**src/ssc_pkg.sv**
```systemverilog
// Package: constants for the synthesizer serial configuration control
package ssc_pkg;
   // Word layout, first bit shifted is the test field msb
   localparam int TEST_W      = 2;
   localparam int ODIV_W      = 2;
   localparam int FDIV_W      = 9;
   localparam int WORD_W      = TEST_W + ODIV_W + FDIV_W;
   localparam int FDIV_LSB    = 0;
   localparam int ODIV_LSB    = FDIV_W;
   localparam int TEST_LSB    = FDIV_W + ODIV_W;
   localparam logic [FDIV_W-1:0] FDIV_RST = 9'h0C8;
   localparam logic [ODIV_W-1:0] ODIV_RST = 2'h0;
   localparam logic [TEST_W-1:0] TEST_RST = 2'h0;
   localparam int DCNT_W      = 10;
   // Mode states, one-hot
   typedef enum logic [1:0] {
      SSC_PAR = 2'h1,
      SSC_SER = 2'h2
   } ssc_mode_type;
endpackage

```
**src/ssc_edge_if.sv**
```systemverilog
// Interface: synchronous edge detector signals
`timescale 1ns/1ns
interface ssc_edge_if;
   logic level;
   logic rise;
   modport det (input level, output rise);
   modport use_side (output level, input rise);
endinterface

```
**src/ssc_edge_det.sv**
```systemverilog
// Rising edge detector for a pin sampled on clk
`timescale 1ns/1ns
module ssc_edge_det (
   input  wire logic clk,
   input  wire logic sys_rst,
   input  wire logic ce,
   ssc_edge_if.det   e
);
   logic prev_ff;
   logic nxt_prev;

   always_comb begin
      nxt_prev = e.level;
   end

   always_ff @(posedge clk) begin
      if (sys_rst) begin
         prev_ff <= 1'b0;
      end else if (ce) begin
         prev_ff <= nxt_prev;
      end
   end

   assign e.rise = ce & e.level & ~prev_ff;
endmodule

```
**src/ssc_ctrl.sv**
```systemverilog
// Serial configuration, divider reset and reference select control
`timescale 1ns/1ns
// Notes on behaviour
// - Divider reset high clears dividers, true clocks low, inverted high.
// - Divider reset low lets dividers run and enables both outputs.
// - Divider reset keeps loaded feedback, output and test values.
// - Each rising serial clock edge shifts the serial data bit in.
// - Only serial clock advances shift register; bits wait for transfer.
// - Transfer strobe copies shift register into the dividers.
// - Select high uses crystal reference, low uses single-ended input.
// - Test output active in serial mode, low in parallel mode.
module ssc_ctrl #(
   parameter int FDIV_W = ssc_pkg::FDIV_W
) (
   input  wire logic              clk,
   input  wire logic              sys_rst,
   input  wire logic              ce,
   input  wire logic              divider_reset_input,
   input  wire logic              reference_source_select,
   input  wire logic              serial_clock,
   input  wire logic              serial_data,
   input  wire logic              transfer_strobe,
   input  wire logic              xtal_ref,
   input  wire logic              single_ref,
   input  wire logic              vco_clk_tick,
   output logic                   true_clock_outputs,
   output logic                   inverted_clock_outputs,
   output logic                   pll_reference,
   output logic                   test_output,
   output logic [FDIV_W-1:0]      fdiv_value,
   output logic [ssc_pkg::ODIV_W-1:0] odiv_value,
   output logic [ssc_pkg::TEST_W-1:0] test_value
);
   // ----------------------------------------
   // Edge detection of serial clock and strobe
   // ----------------------------------------
   ssc_edge_if sck_e ();
   ssc_edge_if ld_e ();
   assign sck_e.level = serial_clock;
   assign ld_e.level  = transfer_strobe;

   ssc_edge_det u_sck (
      .clk     (clk),
      .sys_rst (sys_rst),
      .ce      (ce),
      .e       (sck_e)
   );
   ssc_edge_det u_ld (
      .clk     (clk),
      .sys_rst (sys_rst),
      .ce      (ce),
      .e       (ld_e)
   );

   // ----------------------------------------
   // Shift register, loaded values and mode
   // ----------------------------------------
   logic [ssc_pkg::WORD_W-1:0]  shift_ff, nxt_shift;
   logic [FDIV_W-1:0]           fdiv_ff, nxt_fdiv;
   logic [ssc_pkg::ODIV_W-1:0]  odiv_ff, nxt_odiv;
   logic [ssc_pkg::TEST_W-1:0]  test_ff, nxt_test;
   ssc_pkg::ssc_mode_type       mode_ff, nxt_mode;

   always_comb begin
      nxt_shift = shift_ff;
      nxt_fdiv  = fdiv_ff;
      nxt_odiv  = odiv_ff;
      nxt_test  = test_ff;
      nxt_mode  = mode_ff;
      // Only a serial clock edge moves the shift register
      if (sck_e.rise) begin
         nxt_shift = {shift_ff[ssc_pkg::WORD_W-2:0], serial_data};
         nxt_mode  = ssc_pkg::SSC_SER;
      end
      // Divider reset does not touch these, so values survive it
      if (ld_e.rise) begin
         nxt_fdiv = shift_ff[ssc_pkg::FDIV_LSB +: FDIV_W];
         nxt_odiv = shift_ff[ssc_pkg::ODIV_LSB +: ssc_pkg::ODIV_W];
         nxt_test = shift_ff[ssc_pkg::TEST_LSB +: ssc_pkg::TEST_W];
      end
   end

   always_ff @(posedge clk) begin
      if (sys_rst) begin
         shift_ff <= '0;
         fdiv_ff  <= ssc_pkg::FDIV_RST;
         odiv_ff  <= ssc_pkg::ODIV_RST;
         test_ff  <= ssc_pkg::TEST_RST;
         mode_ff  <= ssc_pkg::SSC_PAR;
      end else if (ce) begin
         shift_ff <= nxt_shift;
         fdiv_ff  <= nxt_fdiv;
         odiv_ff  <= nxt_odiv;
         test_ff  <= nxt_test;
         mode_ff  <= nxt_mode;
      end
   end

   // ----------------------------------------
   // Output divider and clock outputs
   // ----------------------------------------
   // Toggles every 2^odiv vco ticks, so divides by 2^(odiv+1); phase only, no analog
   logic [ssc_pkg::DCNT_W-1:0] dcnt_ff, nxt_dcnt;
   logic                       clk_ff, nxt_clk;
   logic [ssc_pkg::DCNT_W-1:0] half_lim;

   always_comb begin
      half_lim = ssc_pkg::DCNT_W'(1) << odiv_ff;
      nxt_dcnt = dcnt_ff;
      nxt_clk  = clk_ff;
      if (divider_reset_input) begin
         nxt_dcnt = '0;
         nxt_clk  = 1'b0;
      end else if (vco_clk_tick) begin
         // Dividers run once reset is low
         if (dcnt_ff + ssc_pkg::DCNT_W'(1) >= half_lim) begin
            nxt_dcnt = '0;
            nxt_clk  = ~clk_ff;
         end else begin
            nxt_dcnt = dcnt_ff + ssc_pkg::DCNT_W'(1);
         end
      end
   end

   always_ff @(posedge clk) begin
      if (sys_rst) begin
         dcnt_ff                <= '0;
         clk_ff                 <= 1'b0;
         true_clock_outputs     <= 1'b0;
         inverted_clock_outputs <= 1'b1;
         pll_reference          <= 1'b0;
         test_output            <= 1'b0;
      end else if (ce) begin
         dcnt_ff                <= nxt_dcnt;
         clk_ff                 <= nxt_clk;
         true_clock_outputs     <= nxt_clk;
         inverted_clock_outputs <= ~nxt_clk;
         // Crystal when select high, single-ended otherwise
         pll_reference <= reference_source_select ? xtal_ref : single_ref;
         // Parallel mode keeps it low; serial shows test field lsb
         test_output <= (nxt_mode == ssc_pkg::SSC_SER) ? nxt_test[0] : 1'b0;
      end
   end

   assign fdiv_value = fdiv_ff;
   assign odiv_value = odiv_ff;
   assign test_value = test_ff;

   // ----------------------------------------
   // Assertions
   // ----------------------------------------
   property p_rst_out;
      @(posedge clk) disable iff (sys_rst)
      (ce && divider_reset_input) |=>
         (!true_clock_outputs && inverted_clock_outputs);
   endproperty
   a_rst_out: assert property (p_rst_out) else $error("reset outputs");

   property p_compl;
      @(posedge clk) disable iff (sys_rst)
      $past(ce) && !$past(divider_reset_input) |->
         (true_clock_outputs != inverted_clock_outputs);
   endproperty
   a_compl: assert property (p_compl) else $error("outputs not paired");

   property p_keep;
      @(posedge clk) disable iff (sys_rst)
      (divider_reset_input && !ld_e.rise) |=> $stable(fdiv_ff);
   endproperty
   a_keep: assert property (p_keep) else $error("value lost");

   property p_shift;
      @(posedge clk) disable iff (sys_rst)
      sck_e.rise |=> shift_ff[0] == $past(serial_data);
   endproperty
   a_shift: assert property (p_shift) else $error("bit not shifted");

   property p_hold;
      @(posedge clk) disable iff (sys_rst)
      !sck_e.rise |=> $stable(shift_ff);
   endproperty
   a_hold: assert property (p_hold) else $error("shift moved");

   property p_load;
      @(posedge clk) disable iff (sys_rst)
      ld_e.rise |=> fdiv_ff == $past(shift_ff[FDIV_W-1:0]);
   endproperty
   a_load: assert property (p_load) else $error("load failed");

   property p_ref;
      @(posedge clk) disable iff (sys_rst)
      (ce && reference_source_select) |=> pll_reference == $past(xtal_ref);
   endproperty
   a_ref: assert property (p_ref) else $error("wrong reference");

   property p_par;
      @(posedge clk) disable iff (sys_rst)
      (mode_ff == ssc_pkg::SSC_PAR) |-> !test_output;
   endproperty
   a_par: assert property (p_par) else $error("test not low");

   property p_ser;
      @(posedge clk) disable iff (sys_rst)
      (mode_ff == ssc_pkg::SSC_SER) |-> test_output == test_ff[0];
   endproperty
   a_ser: assert property (p_ser) else $error("test not shown");

   property p_dcnt;
      @(posedge clk) disable iff (sys_rst)
      (ce && divider_reset_input) |=> dcnt_ff == '0;
   endproperty
   a_dcnt: assert property (p_dcnt) else $error("divider not reset");

   // Clock enable low must freeze every register, shift register included
   property p_frz;
      @(posedge clk) disable iff (sys_rst)
      !ce |=> $stable(shift_ff) && $stable(fdiv_ff) &&
         $stable(true_clock_outputs);
   endproperty
   a_frz: assert property (p_frz) else $error("frozen state moved");

   c_shift: cover property (@(posedge clk) sck_e.rise);
   c_load:  cover property (@(posedge clk) ld_e.rise);
   c_rst:   cover property (@(posedge clk) divider_reset_input ##1
                            !divider_reset_input);
   c_ser:   cover property (@(posedge clk) mode_ff == ssc_pkg::SSC_SER ##1
                            test_output);
endmodule

```
**config.mk**
```make
export PLATFORM = sky130hd
export DESIGN_NAME = ssc_ctrl
export DESIGN_NICKNAME = d
export VERILOG_FILES = /design/src/ssc_pkg.sv /design/src/ssc_edge_if.sv /design/src/ssc_edge_det.sv /design/src/ssc_ctrl.sv
export SDC_FILE = /design/constraint.sdc
export NUM_CORES = 1
export LEC_CHECK = 0
export ABC_CLOCK_PERIOD_IN_PS = 4200
export BUFFER_PORTS_ARGS = -buffer_cell sky130_fd_sc_hd__buf_4
export CORE_ASPECT_RATIO = 0.5
export CORE_MARGIN = 2
export CORE_UTILIZATION = 60
export DETAILED_ROUTE_END_ITERATION = 7
export GPL_ROUTABILITY_DRIVEN = 0
export PLACE_DENSITY = 0.85
export SLEW_MARGIN = 5
export SYNTH_ARGS = -nofsm -noshare
export SYNTH_HDL_FRONTEND = slang
export SYNTH_SLANG_ARGS = --single-unit
```
**constraint.sdc**
```tcl
create_clock -name clk -period 4.2 [get_ports clk]
set_input_delay 0.21 -clock clk [delete_from_list [all_inputs] [get_ports clk]]
set_output_delay 0.21 -clock clk [all_outputs]
set_load 0.1 [all_outputs]
```
### Word level (Yosys, flattened, before mapping)

Cells that the tools add are included.

* input port bits: 11
* register bits: 44
* logic and storage cells: 39
* output and inout port bits: 17

* reduce and logical (&&, ||, !) cells: 4
* bitwise gates (word level): 8
* equal/unequal tests: 1
* shift-type cells: 1
* $lt $le $gt $ge: 1
* muxes and demuxes: 10
* add/sub/neg operators: 1

Operators with widths (number)
* $mux W10: 3
* $add A10 B1 Y10 const B: 1
* $ge A10 B10 Y1: 1
* $shl A1 B2 Y10 const A: 1
* $mux W1: 6
* $reduce_and A2 Y1: 3
* $and A1 B1 Y1: 4
* $not A1 Y1: 4
* $eq A2 B2 Y1 const B: 1
* $mux W2: 1
* $reduce_bool A2 Y1: 1

### Logic depth before layout (Yosys ltp)

Gate-level depths: netlist of the first run.

* depth after elaboration: 6
* depth in mapped cells: 8
* gate-level depth less buffers: 8

### Modules after synthesis

Synthesis of the first run repeated with hierarchy kept, for this count alone.

* cells, all modules: 230
* area total of the unflattened synthesis: 1873.0 um^2

Modules (own cells, without submodules)
* ssc_ctrl: instances 1, sequential area each 840.8 um^2, cells each 220, area each 1788.0 um^2
* ssc_edge_det: instances 2, sequential area each 20.0 um^2, cells each 5, area each 42.5 um^2

### Worst setup path after synthesis of the first run

No wires, ideal clock.

* kind: reg-to-reg
* start point: register odiv_ff (netlist bit odiv_value[0])
* end point: register clk_ff
* stages on the path, launching flop included: 8
* setup slack: 1472 ps
* data arrival time: 2608 ps
* path through: dfxtp_1 nor2_1 ha_1 nand2b_1 a211o_1 a211o_1 o311a_1 a211o_1

* longest elaborated chain between the ends: 5

Ends and longest elaborated chain
* start, declared: RTL line ssc_ctrl.sv:60 `logic [ssc_pkg::ODIV_W-1:0] odiv_ff, nxt_odiv;`
* start signal, assigned: RTL line ssc_ctrl.sv:87 `odiv_ff <= ssc_pkg::ODIV_RST;`
* start signal, assigned: RTL line ssc_ctrl.sv:93 `odiv_ff <= nxt_odiv;`
* $shl A1 B2 Y10: RTL line ssc_ctrl.sv:108 `half_lim = ssc_pkg::DCNT_W'(1) << odiv_ff;`
* $ge A10 B10 Y1: RTL line ssc_ctrl.sv:116 `if (dcnt_ff + ssc_pkg::DCNT_W'(1) >= half_lim) begin`
* $mux W1: RTL line ssc_ctrl.sv:116
* $mux W1: RTL line ssc_ctrl.sv:114 `end else if (vco_clk_tick) begin`
* $mux W1: RTL line ssc_ctrl.sv:111 `if (divider_reset_input) begin`
* end signal, assigned: RTL line ssc_ctrl.sv:135 `clk_ff <= nxt_clk;`
* end, declared: RTL line ssc_ctrl.sv:104 `logic clk_ff, nxt_clk;`

Every way passes these cells.
A chain may end at the register's enable or synchronous reset.

### Worst setup path after layout of the first run

* start point: register dcnt_ff[0] (netlist name)
* end point: register dcnt_ff[2] (netlist name)

* longest elaborated chain between the ends: 5

Ends and longest elaborated chain
* start, declared: RTL line ssc_ctrl.sv:103 `logic [ssc_pkg::DCNT_W-1:0] dcnt_ff, nxt_dcnt;`
* start signal, assigned: RTL line ssc_ctrl.sv:134 `dcnt_ff <= nxt_dcnt;`
* $add A10 B1 Y10 *: RTL line ssc_ctrl.sv:116, ssc_ctrl.sv:120
* $ge A10 B10 Y1: RTL line ssc_ctrl.sv:116
* $mux W10 *: RTL line ssc_ctrl.sv:116
* $mux W10 *: RTL line ssc_ctrl.sv:114
* $mux W10 *: RTL line ssc_ctrl.sv:111

Every way passes the cells marked *; elsewhere a longest branch is shown, timed or not. The select of a mux whose other input is x is not followed.

==> results of run 1 <==
[worst min-delay path by stage]
stage,end,slack [ps],depth (start not counted)
after global routing,shift_ff[0]$_SDFFE_PP0P_,180,3
after floorplan,shift_ff[0]$_SDFFE_PP0P_,350,2
after CTS,u_sck.prev_ff$_SDFFE_PP0P_,150,3
after global placement,mode_ff[0]$_SDFFE_PP1P_,420,1
after detailed placement,fdiv_value[0]$_SDFFE_PP0P_,450,2
final,u_sck.prev_ff$_SDFFE_PP0P_,160,3
[metal layers]
metal | share of wire (%) | vias to the layer above
met5 | 0 | -
met4 | 0.63 | 0
met3 | 3.7 | 2
met2 | 49 | 14
met1 | 46 | 751
li1 | - | 827
[logic make-up (layout without fill, tap and decap cells)]
family | Yosys count | count (layout) | share of synthesized area, %
AO/OA/AOI/OAI | 51 | 51 | 17.5
XOR/XNOR | 1 | 1 | 0.466
adder cells (fa/ha/maj) | 5 | 5 | 3.33
buffers and inverters | 10 | 37 | 2.00
flip-flops | 44 | 44 | 46.9
multiplexers | 3 | 3 | 1.60
AND/OR/NAND/NOR | 108 | 108 | 28.2
[final cells by class]
type / count / share of cell area [%]
Multi-Input combinational cell: 168 / 43.1
Clock buffer: 6 / 3.71
Tap cell: 40 / 2.25
Timing Repair Buffer: 28 / 9.44
Sequential cell: 44 / 39.6
Inverter: 1 / 0.169
Clock inverter: 2 / 1.74
[per-stage QoR]
stage | total power (µW) | area, µm² | cells
floorplan | 491 | 1880 | 222
global placement | 512 | 2100 | 281
detailed placement | 513 | 2100 | 281
CTS | 852 | 2230 | 289
global route | 873 | 2230 | 289
finish | 841 | 2230 | 289
[layout by cell type (no fill, tap or decap), types with 2 or more instances in the layout]
cell type	n
buf_4	28
and3_1	2
o31ai_1	2
a31oi_1	3
and2_1	6
ha_1	5
nand3b_1	7
nor3_1	3
nand4_1	4
a211o_1	4
mux2i_1	3
o21ai_0	2
dfxtp_1	44
nor2_1	7
nor2b_1	2
a211oi_1	3
nand2b_1	4
nand3_1	3
nand2_1	59
o21a_1	2
clkbuf_8	6
nor3b_1	3
a21oi_1	27
[state kept, by name (all words and copies together) (netlist names)]
signal,cells
dcnt_ff,10
u_sck.prev_ff,1
shift_ff,13
test_value,2
pll_reference,1
test_output,1
u_ld.prev_ff,1
clk_ff,1
inverted_clock_outputs,1
fdiv_value,9
odiv_value,2
mode_ff,2
[worst max-delay path: stages, from the launching register on]
cell and delay [ps]:
dfxtp_1 390, ha_1 270, and2b_1 180, or2_2 270, ha_1 290, o21a_1 210, a2111oi_2 580, nand4_1 160
a31oi_1 190
[power groups by stage]
stage / Sequential, µW / Clock, µW / Combinational (µW)
detailed placement: 438 / 0 / 75.4
CTS: 428 / 348 / 75.7
finish: 428 / 337 / 75.8
global placement: 437 / 0 / 74.5
floorplan: 465 / 0 / 26.1
global route: 429 / 363 / 81.4
==> flow_metrics.env, run 1 <==
export IMPL_run_status="finished, final reports clean"
export IMPL_fill_cells=235
export IMPL_clk_latency_ps=300
export IMPL_r2r_start="dcnt_ff[0]$_SDFFE_PP0P_"
export IMPL_numCtsBuffers=5
export IMPL_via_count=1594
export IMPL_yosys_area_top_type_share_pct=46.9
export IMPL_grtUsageMet1_pct=26.0
export IMPL_cap_violations=0
export IMPL_area_growth_pct=18.5
export IMPL_fmax_mhz=384
export IMPL_cp_max_fo=8
export IMPL_grtUsageMet3_pct=8.57
export IMPL_post_cts_setup_buffers=0
export IMPL_grt_max_degree=43
export IMPL_synth_warnings=0
export IMPL_synth_most_common_cell="nand2_1"
export IMPL_std_cell_rows=14
export IMPL_cp_startpoint="dcnt_ff[0]$_SDFFE_PP0P_"
export IMPL_drtIter0Drc=74
export IMPL_power_frac_seq_pct=50.9
export IMPL_preCtsSetupSlack_ps=1640
export IMPL_synthTopCellsByArea="dfxtp_1, nand2_1, a21oi_1, ha_1, nand3b_1"
export IMPL_hold_viol=0
export IMPL_io_buffers=27
export IMPL_synth_seq_cells=44
export IMPL_antenna_found_initial=0
export IMPL_post_cts_hold_buffer_count=0
export IMPL_utilization_pct=74.3
export IMPL_die_w_um=83.1
export IMPL_fin_tns_setup_ps=0
export IMPL_rsz0062_at_grt="false"
export IMPL_grt_pass1_wl_um=6440
export IMPL_p_switching_uw=203
export IMPL_synthesis_nets=238
export IMPL_period_needed_ps=2610
export IMPL_cts_resized=0
export IMPL_vias_per_cell=5.52
export IMPL_worstMarginPinSlew_ps=606
export IMPL_drive_gt1_share_pct=16.9
export IMPL_synthArstFlopShare_pct=0
export IMPL_synth_main_ff_cell="dfxtp_1"
export IMPL_grt_ovfl_total=0
export IMPL_p_int_uw=638
export IMPL_p_comb_share_pct=9.0
export IMPL_synth_top_cells_by_count="nand2_1, dfxtp_1, a21oi_1"
export IMPL_use_met2_pct=40.0
export IMPL_antenna_left=0
export IMPL_skew_ps=6.98
export IMPL_wirelength_um=3790
export IMPL_fin_crit_sh_pct=62.1
export IMPL_min_from="serial_clock"
export IMPL_hold_slack_ps=157
export IMPL_crit_required_ps=4430
export IMPL_root_buffer="clkbuf_8"
export IMPL_route_detailed_drc=0
export IMPL_crit_end="dcnt_ff[2]$_SDFFE_PP0P_"
export IMPL_worstSetupPathType="flop to flop"
export IMPL_num_io_pins=28
export IMPL_dp_hpwl_um=2530
export IMPL_core_area_mm2=0.00300
export IMPL_arrival_ps=2840
export IMPL_grt_pass1_vias=1506
export IMPL_worst_slack_ps=1590
export IMPL_yosysTopAreaCell="dfxtp_1"
export IMPL_reg2reg_depth=8
export IMPL_p_sw_share_pct=24.1
export IMPL_cts_tree="yes"
export IMPL_htree_levels=2
export IMPL_first_pass_iters=4
export IMPL_slew_viol_final=0
export IMPL_r2r_end="dcnt_ff[2]$_SDFFE_PP0P_"
export IMPL_register_area_um2=881
export IMPL_cts_sinks=44
export IMPL_synth_edf_count=0
export IMPL_pwr_share_clk_pct=40.1
export IMPL_end_kind="flop"
export IMPL_rrSetupSlack_ps=1590
export IMPL_chipHeight_um=43.6
export IMPL_synth_distinct_cells=41
export IMPL_grt_util_all_layers_pct=23.0
export IMPL_ir_worst_vdd_v=0.000363
export IMPL_netlist_instances=222
export IMPL_avgRoutedWirePerCell_um=13.1
export IMPL_start_util_pct=62.7
export IMPL_max_slew_margin_rel_pct=59.2
export IMPL_clockBufferDepth=2
export IMPL_hp_class="primary input to flop"
export IMPL_power_leakage_uw=0.000841
export IMPL_nets=264
export IMPL_multi_input_area_um2=960
export IMPL_power_per_cell_area_mw_per_mm2=378
export IMPL_ys_seq_area_share_pct=46.9
export IMPL_syn_avg_cell_area_um2=8.46
export IMPL_cp_start_kind="flop"
export IMPL_dieArea_mm2=0.00362
export IMPL_antennaDiodeCount=0
export IMPL_syn_area_mm2=0.00188
export IMPL_gr_max_usage_layer="met2"
export IMPL_setup_viol=0
export IMPL_path_clk_slew_ps=80
(Power assumes the default switching activity.)
==> run 2, diff against run 1 <==
--- a/config.mk
+++ b/config.mk
@@ -5,14 +5,14 @@
 export SDC_FILE = /design/constraint.sdc
 export NUM_CORES = 1
 export LEC_CHECK = 0
-export ABC_CLOCK_PERIOD_IN_PS = 4200
+export ABC_CLOCK_PERIOD_IN_PS = 2200
 export BUFFER_PORTS_ARGS = -buffer_cell sky130_fd_sc_hd__buf_4
 export CORE_ASPECT_RATIO = 0.5
 export CORE_MARGIN = 2
-export CORE_UTILIZATION = 60
+export CORE_UTILIZATION = 50
 export DETAILED_ROUTE_END_ITERATION = 7
 export GPL_ROUTABILITY_DRIVEN = 0
-export PLACE_DENSITY = 0.85
+export PLACE_DENSITY = 0.76
 export SLEW_MARGIN = 5
 export SYNTH_ARGS = -nofsm -noshare
 export SYNTH_HDL_FRONTEND = slang
==> constraint.sdc (replaced) <==
create_clock -name clk -period 2.2 [get_ports clk]
set_input_delay 0.11 -clock clk [delete_from_list [all_inputs] [get_ports clk]]
set_output_delay 0.11 -clock clk [all_outputs]
set_load 0.1 [all_outputs]
==> run 2 against run 1 <==
Net effect:
- the run now ends with negative setup slack left
- via count increased by 7.0%
- count of clock-buffer cells in the layout grew 1
- global-route usage decreased by 1.8 points
- first-iteration DRC count up 23%
- flip-flop and latch count is the same
- critical path depth stayed put
- core utilization fell by 6.7 points
- clock power increased by 83%
- hold slack worse by 92 ps
- routed wire length rose by 14%
- largest cell class unchanged
- highest routed layer unchanged
==> flow_metrics.env, run 2 (same netlist as run 1, synthesis figures left out) <==
export IMPL_register_area_um2=893
export IMPL_ir_worst_vdd_v=0.000427
export IMPL_top_layer_used="met4"
export IMPL_min_path_cells=3
export IMPL_num_io_pins=28
export IMPL_antennaDiodeCount=0
export IMPL_slowest_stage="dfxtp_4"
export IMPL_grt_pass1_vias=1534
export IMPL_antenna_found_initial=0
export IMPL_std_cell_rows=15
export IMPL_r2r_start="dcnt_ff[0]$_SDFFE_PP0P_"
export IMPL_drive_gt1_share_pct=22.7
export IMPL_chipHeight_um=47.3
export IMPL_via_count=1705
export IMPL_largest_reg_flops=13
export IMPL_cp_max_fo=3
export IMPL_worst_slack_ps=-122
export IMPL_fin_crit_sh_pct=106
export IMPL_rsz0062_at_grt="true"
export IMPL_wirelength_um=4320
export IMPL_violations="negative setup slack"
export IMPL_post_cts_hold_buffer_count=0
export IMPL_crit_required_ps=2400
export IMPL_cap_violations=0
export IMPL_clockBufferDepth=2
export IMPL_power_leakage_uw=0.000896
export IMPL_grt_max_degree=43
export IMPL_rrSetupSlack_ps=-120
export IMPL_dp_cells=301
export IMPL_area_growth_pct=26.4
export IMPL_start_util_pct=53.5
export IMPL_cp_startpoint="dcnt_ff[0]$_SDFFE_PP0P_"
export IMPL_run_status="complete, but fails checks"
export IMPL_dieArea_mm2=0.00429
export IMPL_numCtsBuffers=5
export IMPL_dp_hpwl_um=2890
export IMPL_htree_levels=2
export IMPL_power_per_cell_area_mw_per_mm2=665
export IMPL_hp_class="primary input to flop"
export IMPL_clk_latency_ps=300
export IMPL_setup_viol=6
export IMPL_hold_viol=0
export IMPL_wl_met2_um=2120
export IMPL_crit_end="clk_ff$_SDFFE_PP0P_"
export IMPL_nets=275
export IMPL_multi_input_area_um2=1000
export IMPL_placedInstanceArea_mm2=0.00221
export IMPL_max_stage_delay_ps=360
export IMPL_final_common_cell="nand2_1"
export IMPL_vias_per_cell=5.48
export IMPL_fmax_mhz=431
export IMPL_fill_cells=287
export IMPL_grt_pass1_wl_um=6930
export IMPL_slew_viol_final=0
export IMPL_crit_family="compound AO/OA/AOI/OAI gates"
export IMPL_skew_ps=6.23
export IMPL_top_register="shift_ff"
export IMPL_arrival_ps=2520
export IMPL_first_pass_iters=4
export IMPL_wl_met3_um=166
export IMPL_core_area_mm2=0.00351
export IMPL_critical_path_cell_chain="ha_4 -> and2b_1 -> or2_4 -> ha_4 -> a211o_1 -> a211o_1 -> o311a_1 -> a211o_1"
export IMPL_max_slew_margin_rel_pct=60.6
export IMPL_period_needed_ps=2320
export IMPL_cpMostUsedCell="a211o_1"
export IMPL_critPathBufInv=0
export IMPL_antenna_left=0
export IMPL_io_buffers=27
export IMPL_instances_no_fill=311
export IMPL_end_kind="flop"
export IMPL_worstMarginPinSlew_ps=585
export IMPL_worstSetupPathType="flop to flop"
export IMPL_hold_slack_ps=64.9
export IMPL_root_buffer="clkbuf_8"
export IMPL_grt_util_all_layers_pct=21.2
export IMPL_cp_depth=8
export IMPL_cts_tree="yes"
export IMPL_grt_ovfl_total=0
export IMPL_reg2reg_depth=8
export IMPL_cp_start_kind="flop"
export IMPL_route_detailed_drc=0
export IMPL_stdcell_area_mm2=0.00237
export IMPL_preCtsSetupSlack_ps=-147
export IMPL_die_w_um=90.7
export IMPL_path_clk_slew_ps=90
export IMPL_cts_sinks=44
export IMPL_utilization_pct=67.6
export IMPL_final_cell_mix="nand2_1, dfxtp_1, buf_4"
export IMPL_avgRoutedWirePerCell_um=13.9
export IMPL_r2r_end="clk_ff$_SDFFE_PP0P_"
export IMPL_drtIter0Drc=91
export IMPL_wl_met1_um=2000
## run 2: cell types whose count changed in the layout (fill, tap and decap cells not counted), sizes merged
cell	delta
clkbuf	+1
buf	+11
bufinv	-1
## run 2: report_power, final
| part | leakage [µW] | switching [µW] | total (µW) | internal [µW] |
|---|---|---|---|---|
| logic | 0.000477 | 108 | 149 | 41.0 |
| registers | 0.000359 | 7.93 | 813 | 805 |
| clock network | 0.0000596 | 291 | 617 | 326 |
| total | 0.000896 | 407 | 1580 | 1170 |
## run 2: layout make-up
class	instances	share of cell area [%]
repair buffers	39	12.5
multi-input cells	168	42.1
clock buffers	7	4.53
flip-flops and latches	44	37.6
inverters	1	0.158
well taps	51	2.69
clock inverters	1	0.369
## run 2: routing by layer
layer	global-route usage (%)	vias to the layer above
li1	-	852
met1	25.2	812
met2	37.6	35
met3	7.38	6
met4	7.69	0
met5	0	-
## run 2: through the flow
stage	total power [µW]	TNS [ps]
after floorplan	934	-228
after detailed placement	981	-632
final	1580	-549
after global routing	1640	-1180
after global placement	977	-190
after CTS	1590	-325
## run 2: worst reg2reg max path: stages, from the launching register on
cell and delay, ps:
dfxtp_4 360, ha_4 150, and2b_1 160, or2_4 240, ha_4 160, a211o_1 290
a211o_1 320, o311a_1 320, a211o_1 230
## run 2: how the worst min path moves through the flow
stage / slack (ps) / startpoint / end
after global routing: 80 / serial_data / shift_ff[0]$_SDFFE_PP0P_
after CTS: 50 / serial_data / shift_ff[0]$_SDFFE_PP0P_
final: 60 / serial_data / shift_ff[0]$_SDFFE_PP0P_
after global placement: 370 / transfer_strobe / u_ld.prev_ff$_SDFFE_PP0P_
after floorplan: 250 / serial_data / shift_ff[0]$_SDFFE_PP0P_
after detailed placement: 370 / serial_data / shift_ff[0]$_SDFFE_PP0P_
## run 2: timing repair
action	CTS	global route
pin swaps	9	0
gates resized for setup	4	0
buffers inserted	2	0
endpoints found under the setup margin	6	6
==> run 3, diff against run 2 <==
--- a/config.mk
+++ b/config.mk
@@ -9,10 +9,11 @@
 export BUFFER_PORTS_ARGS = -buffer_cell sky130_fd_sc_hd__buf_4
 export CORE_ASPECT_RATIO = 0.5
 export CORE_MARGIN = 2
-export CORE_UTILIZATION = 50
+export CORE_UTILIZATION = 52
+export CTS_BUF_LIST = sky130_fd_sc_hd__clkbuf_4
 export DETAILED_ROUTE_END_ITERATION = 7
 export GPL_ROUTABILITY_DRIVEN = 0
-export PLACE_DENSITY = 0.76
+export PLACE_DENSITY = 0.79
 export SLEW_MARGIN = 5
 export SYNTH_ARGS = -nofsm -noshare
 export SYNTH_HDL_FRONTEND = slang
==> run 3 against run 2 <==
Net effect:
- the flow still finishes with violations (negative setup slack)
- global-route usage fell by 0.26 points
- clock skew grew 2.5 ps
- non-clock buffer count grew 2
- largest power group unchanged
- sequential power is essentially flat
==> flow_metrics.env, run 3 (same netlist as run 1, synthesis figures left out) <==
export IMPL_min_to="u_sck.prev_ff$_SDFFE_PP0P_"
export IMPL_hold_slack_ps=8.87
export IMPL_hp_class="primary input to flop"
export IMPL_io_buffers=27
export IMPL_violations="negative setup slack"
export IMPL_vias_per_cell=5.40
export IMPL_grt_ovfl_total=0
export IMPL_antenna_found_initial=0
export IMPL_cp_start_kind="flop"
export IMPL_grt_pass1_vias=1520
export IMPL_arrival_ps=2590
export IMPL_max_stage_delay_ps=370
export IMPL_top_register="shift_ff"
export IMPL_die_w_um=89.0
export IMPL_r2r_start="dcnt_ff[0]$_SDFFE_PP0P_"
export IMPL_power_per_cell_area_mw_per_mm2=572
export IMPL_period_needed_ps=2330
export IMPL_grt_pass1_wl_um=6540
export IMPL_p_switching_uw=372
export IMPL_core_area_mm2=0.00345
export IMPL_cts_tree="yes"
export IMPL_cts_sinks=44
export IMPL_stdcell_area_mm2=0.00234
export IMPL_power_frac_seq_pct=60.8
export IMPL_drtIter0Drc=54
export IMPL_placedInstanceArea_mm2=0.00221
export IMPL_crit_family="compound AO/OA/AOI/OAI gates"
export IMPL_p_int_uw=965
export IMPL_path_clk_slew_ps=130
export IMPL_route_detailed_drc=0
export IMPL_antennaDiodeCount=0
export IMPL_slowest_stage="dfxtp_4"
export IMPL_nets=277
export IMPL_final_cell_mix="nand2_1, dfxtp_1, buf_4"
export IMPL_area_growth_pct=24.6
export IMPL_r2r_end="clk_ff$_SDFFE_PP0P_"
export IMPL_worstSetupPathType="flop to flop"
export IMPL_rsz0062_at_grt="true"
export IMPL_min_from="serial_clock"
export IMPL_via_count=1685
export IMPL_pwr_share_clk_pct=28.1
export IMPL_hold_viol=0
export IMPL_critical_path_cell_chain="ha_4 -> and2b_1 -> or2_4 -> ha_4 -> o21a_4 -> a211o_1 -> o311a_1 -> a211o_1"
export IMPL_grt_max_degree=43
export IMPL_dieArea_mm2=0.00414
export IMPL_run_status="complete, but fails checks"
export IMPL_chipHeight_um=46.5
export IMPL_root_buffer="clkbuf_4"
export IMPL_ir_worst_vdd_v=0.000324
export IMPL_fin_crit_sh_pct=106
export IMPL_critPathBufInv=0
export IMPL_min_path_cells=3
export IMPL_num_io_pins=28
export IMPL_p_sw_share_pct=27.8
export IMPL_power_leakage_uw=0.000884
export IMPL_clk_latency_ps=350
export IMPL_rrSetupSlack_ps=-130
export IMPL_start_util_pct=54.4
export IMPL_final_common_cell="nand2_1"
export IMPL_drive_gt1_share_pct=23.4
export IMPL_p_comb_share_pct=11.1
export IMPL_cap_violations=0
export IMPL_fin_tns_setup_ps=-349
export IMPL_wirelength_um=4040
export IMPL_max_slew_margin_rel_pct=61.2
export IMPL_grt_util_all_layers_pct=21.0
export IMPL_worst_slack_ps=-133
export IMPL_htree_levels=2
export IMPL_crit_required_ps=2460
export IMPL_avgRoutedWirePerCell_um=12.9
export IMPL_setup_viol=6
export IMPL_clockBufferDepth=2
export IMPL_cp_max_fo=3
export IMPL_dp_hpwl_um=2710
export IMPL_reg2reg_depth=8
export IMPL_skew_ps=8.72
export IMPL_largest_reg_flops=13
export IMPL_end_kind="flop"
export IMPL_fmax_mhz=429
export IMPL_slew_viol_final=0
export IMPL_antenna_left=0
export IMPL_first_pass_iters=4
export IMPL_worstMarginPinSlew_ps=580
export IMPL_std_cell_rows=15
export IMPL_numCtsBuffers=5
[run 3: stage by stage]
stage                     utilization (%)  setup slack, ps  power [µW]  std cells
final                                67.8             -133        1340        312
after global routing                 67.8             -176        1390        312
after CTS                            66.8             -141        1350        310
after detailed placement             64.1             -166         979        301
after global placement               64.1            -75.1         976        301
after floorplan                         -            -84.5         934        222
[run 3: worst max path at each step]
stage,startpoint,to,slack [ps],cells after the start
floorplan,dcnt_ff[0]$_SDFFE_PP0P_,clk_ff$_SDFFE_PP0P_,-80,8
global placement,dcnt_ff[0]$_SDFFE_PP0P_,clk_ff$_SDFFE_PP0P_,-80,8
detailed placement,dcnt_ff[0]$_SDFFE_PP0P_,dcnt_ff[2]$_SDFFE_PP0P_,-170,10
CTS,dcnt_ff[0]$_SDFFE_PP0P_,clk_ff$_SDFFE_PP0P_,-140,8
global route,dcnt_ff[0]$_SDFFE_PP0P_,clk_ff$_SDFFE_PP0P_,-180,8
finish,dcnt_ff[0]$_SDFFE_PP0P_,clk_ff$_SDFFE_PP0P_,-130,8
[run 3: power groups by stage]
| stage | logic, µW | registers [µW] | clock network [µW] |
|---|---|---|---|
| 3_5_place_dp | 147 | 832 | 0 |
| 5_1_grt | 158 | 816 | 420 |
| 2_1_floorplan | 49.9 | 884 | 0 |
| 3_3_place_gp | 146 | 831 | 0 |
| 4_1_cts | 149 | 814 | 390 |
| 6_report | 149 | 814 | 375 |
[run 3: area by class of cell]
type	count	area, µm²
well taps	51	63.8
multi-input cells	168	1010
repair buffers	41	314
inverters	1	3.75
fillers	316	1110
flip-flops and latches	44	893
clock buffers	5	37.5
clock inverters	2	12.5
[run 3: timing repair]
item                                    CTS  global route
pin swaps                                 6             3
setup buffers                             1             2
hold buffers                              1             0
endpoints found under the setup margin    6             6
resized for setup                         3             3
hold endpoints to repair                  1             0
[run 3: routing by layer]
layer,GRT usage [%],up-vias,wire (µm)
li1,-,862,-
met1,24.5,794,1880
met2,37.0,25,1990
met3,6.99,4,139
met4,7.16,0,34
met5,0,-,0
[run 3: worst reg2reg max path, cell delays in order (launching register included)]
cell and delay [ps]:
dfxtp_4 370, ha_4 150, and2b_1 170, or2_4 240
ha_4 240, o21a_4 210, a211o_1 320, o311a_1 320
a211o_1 230
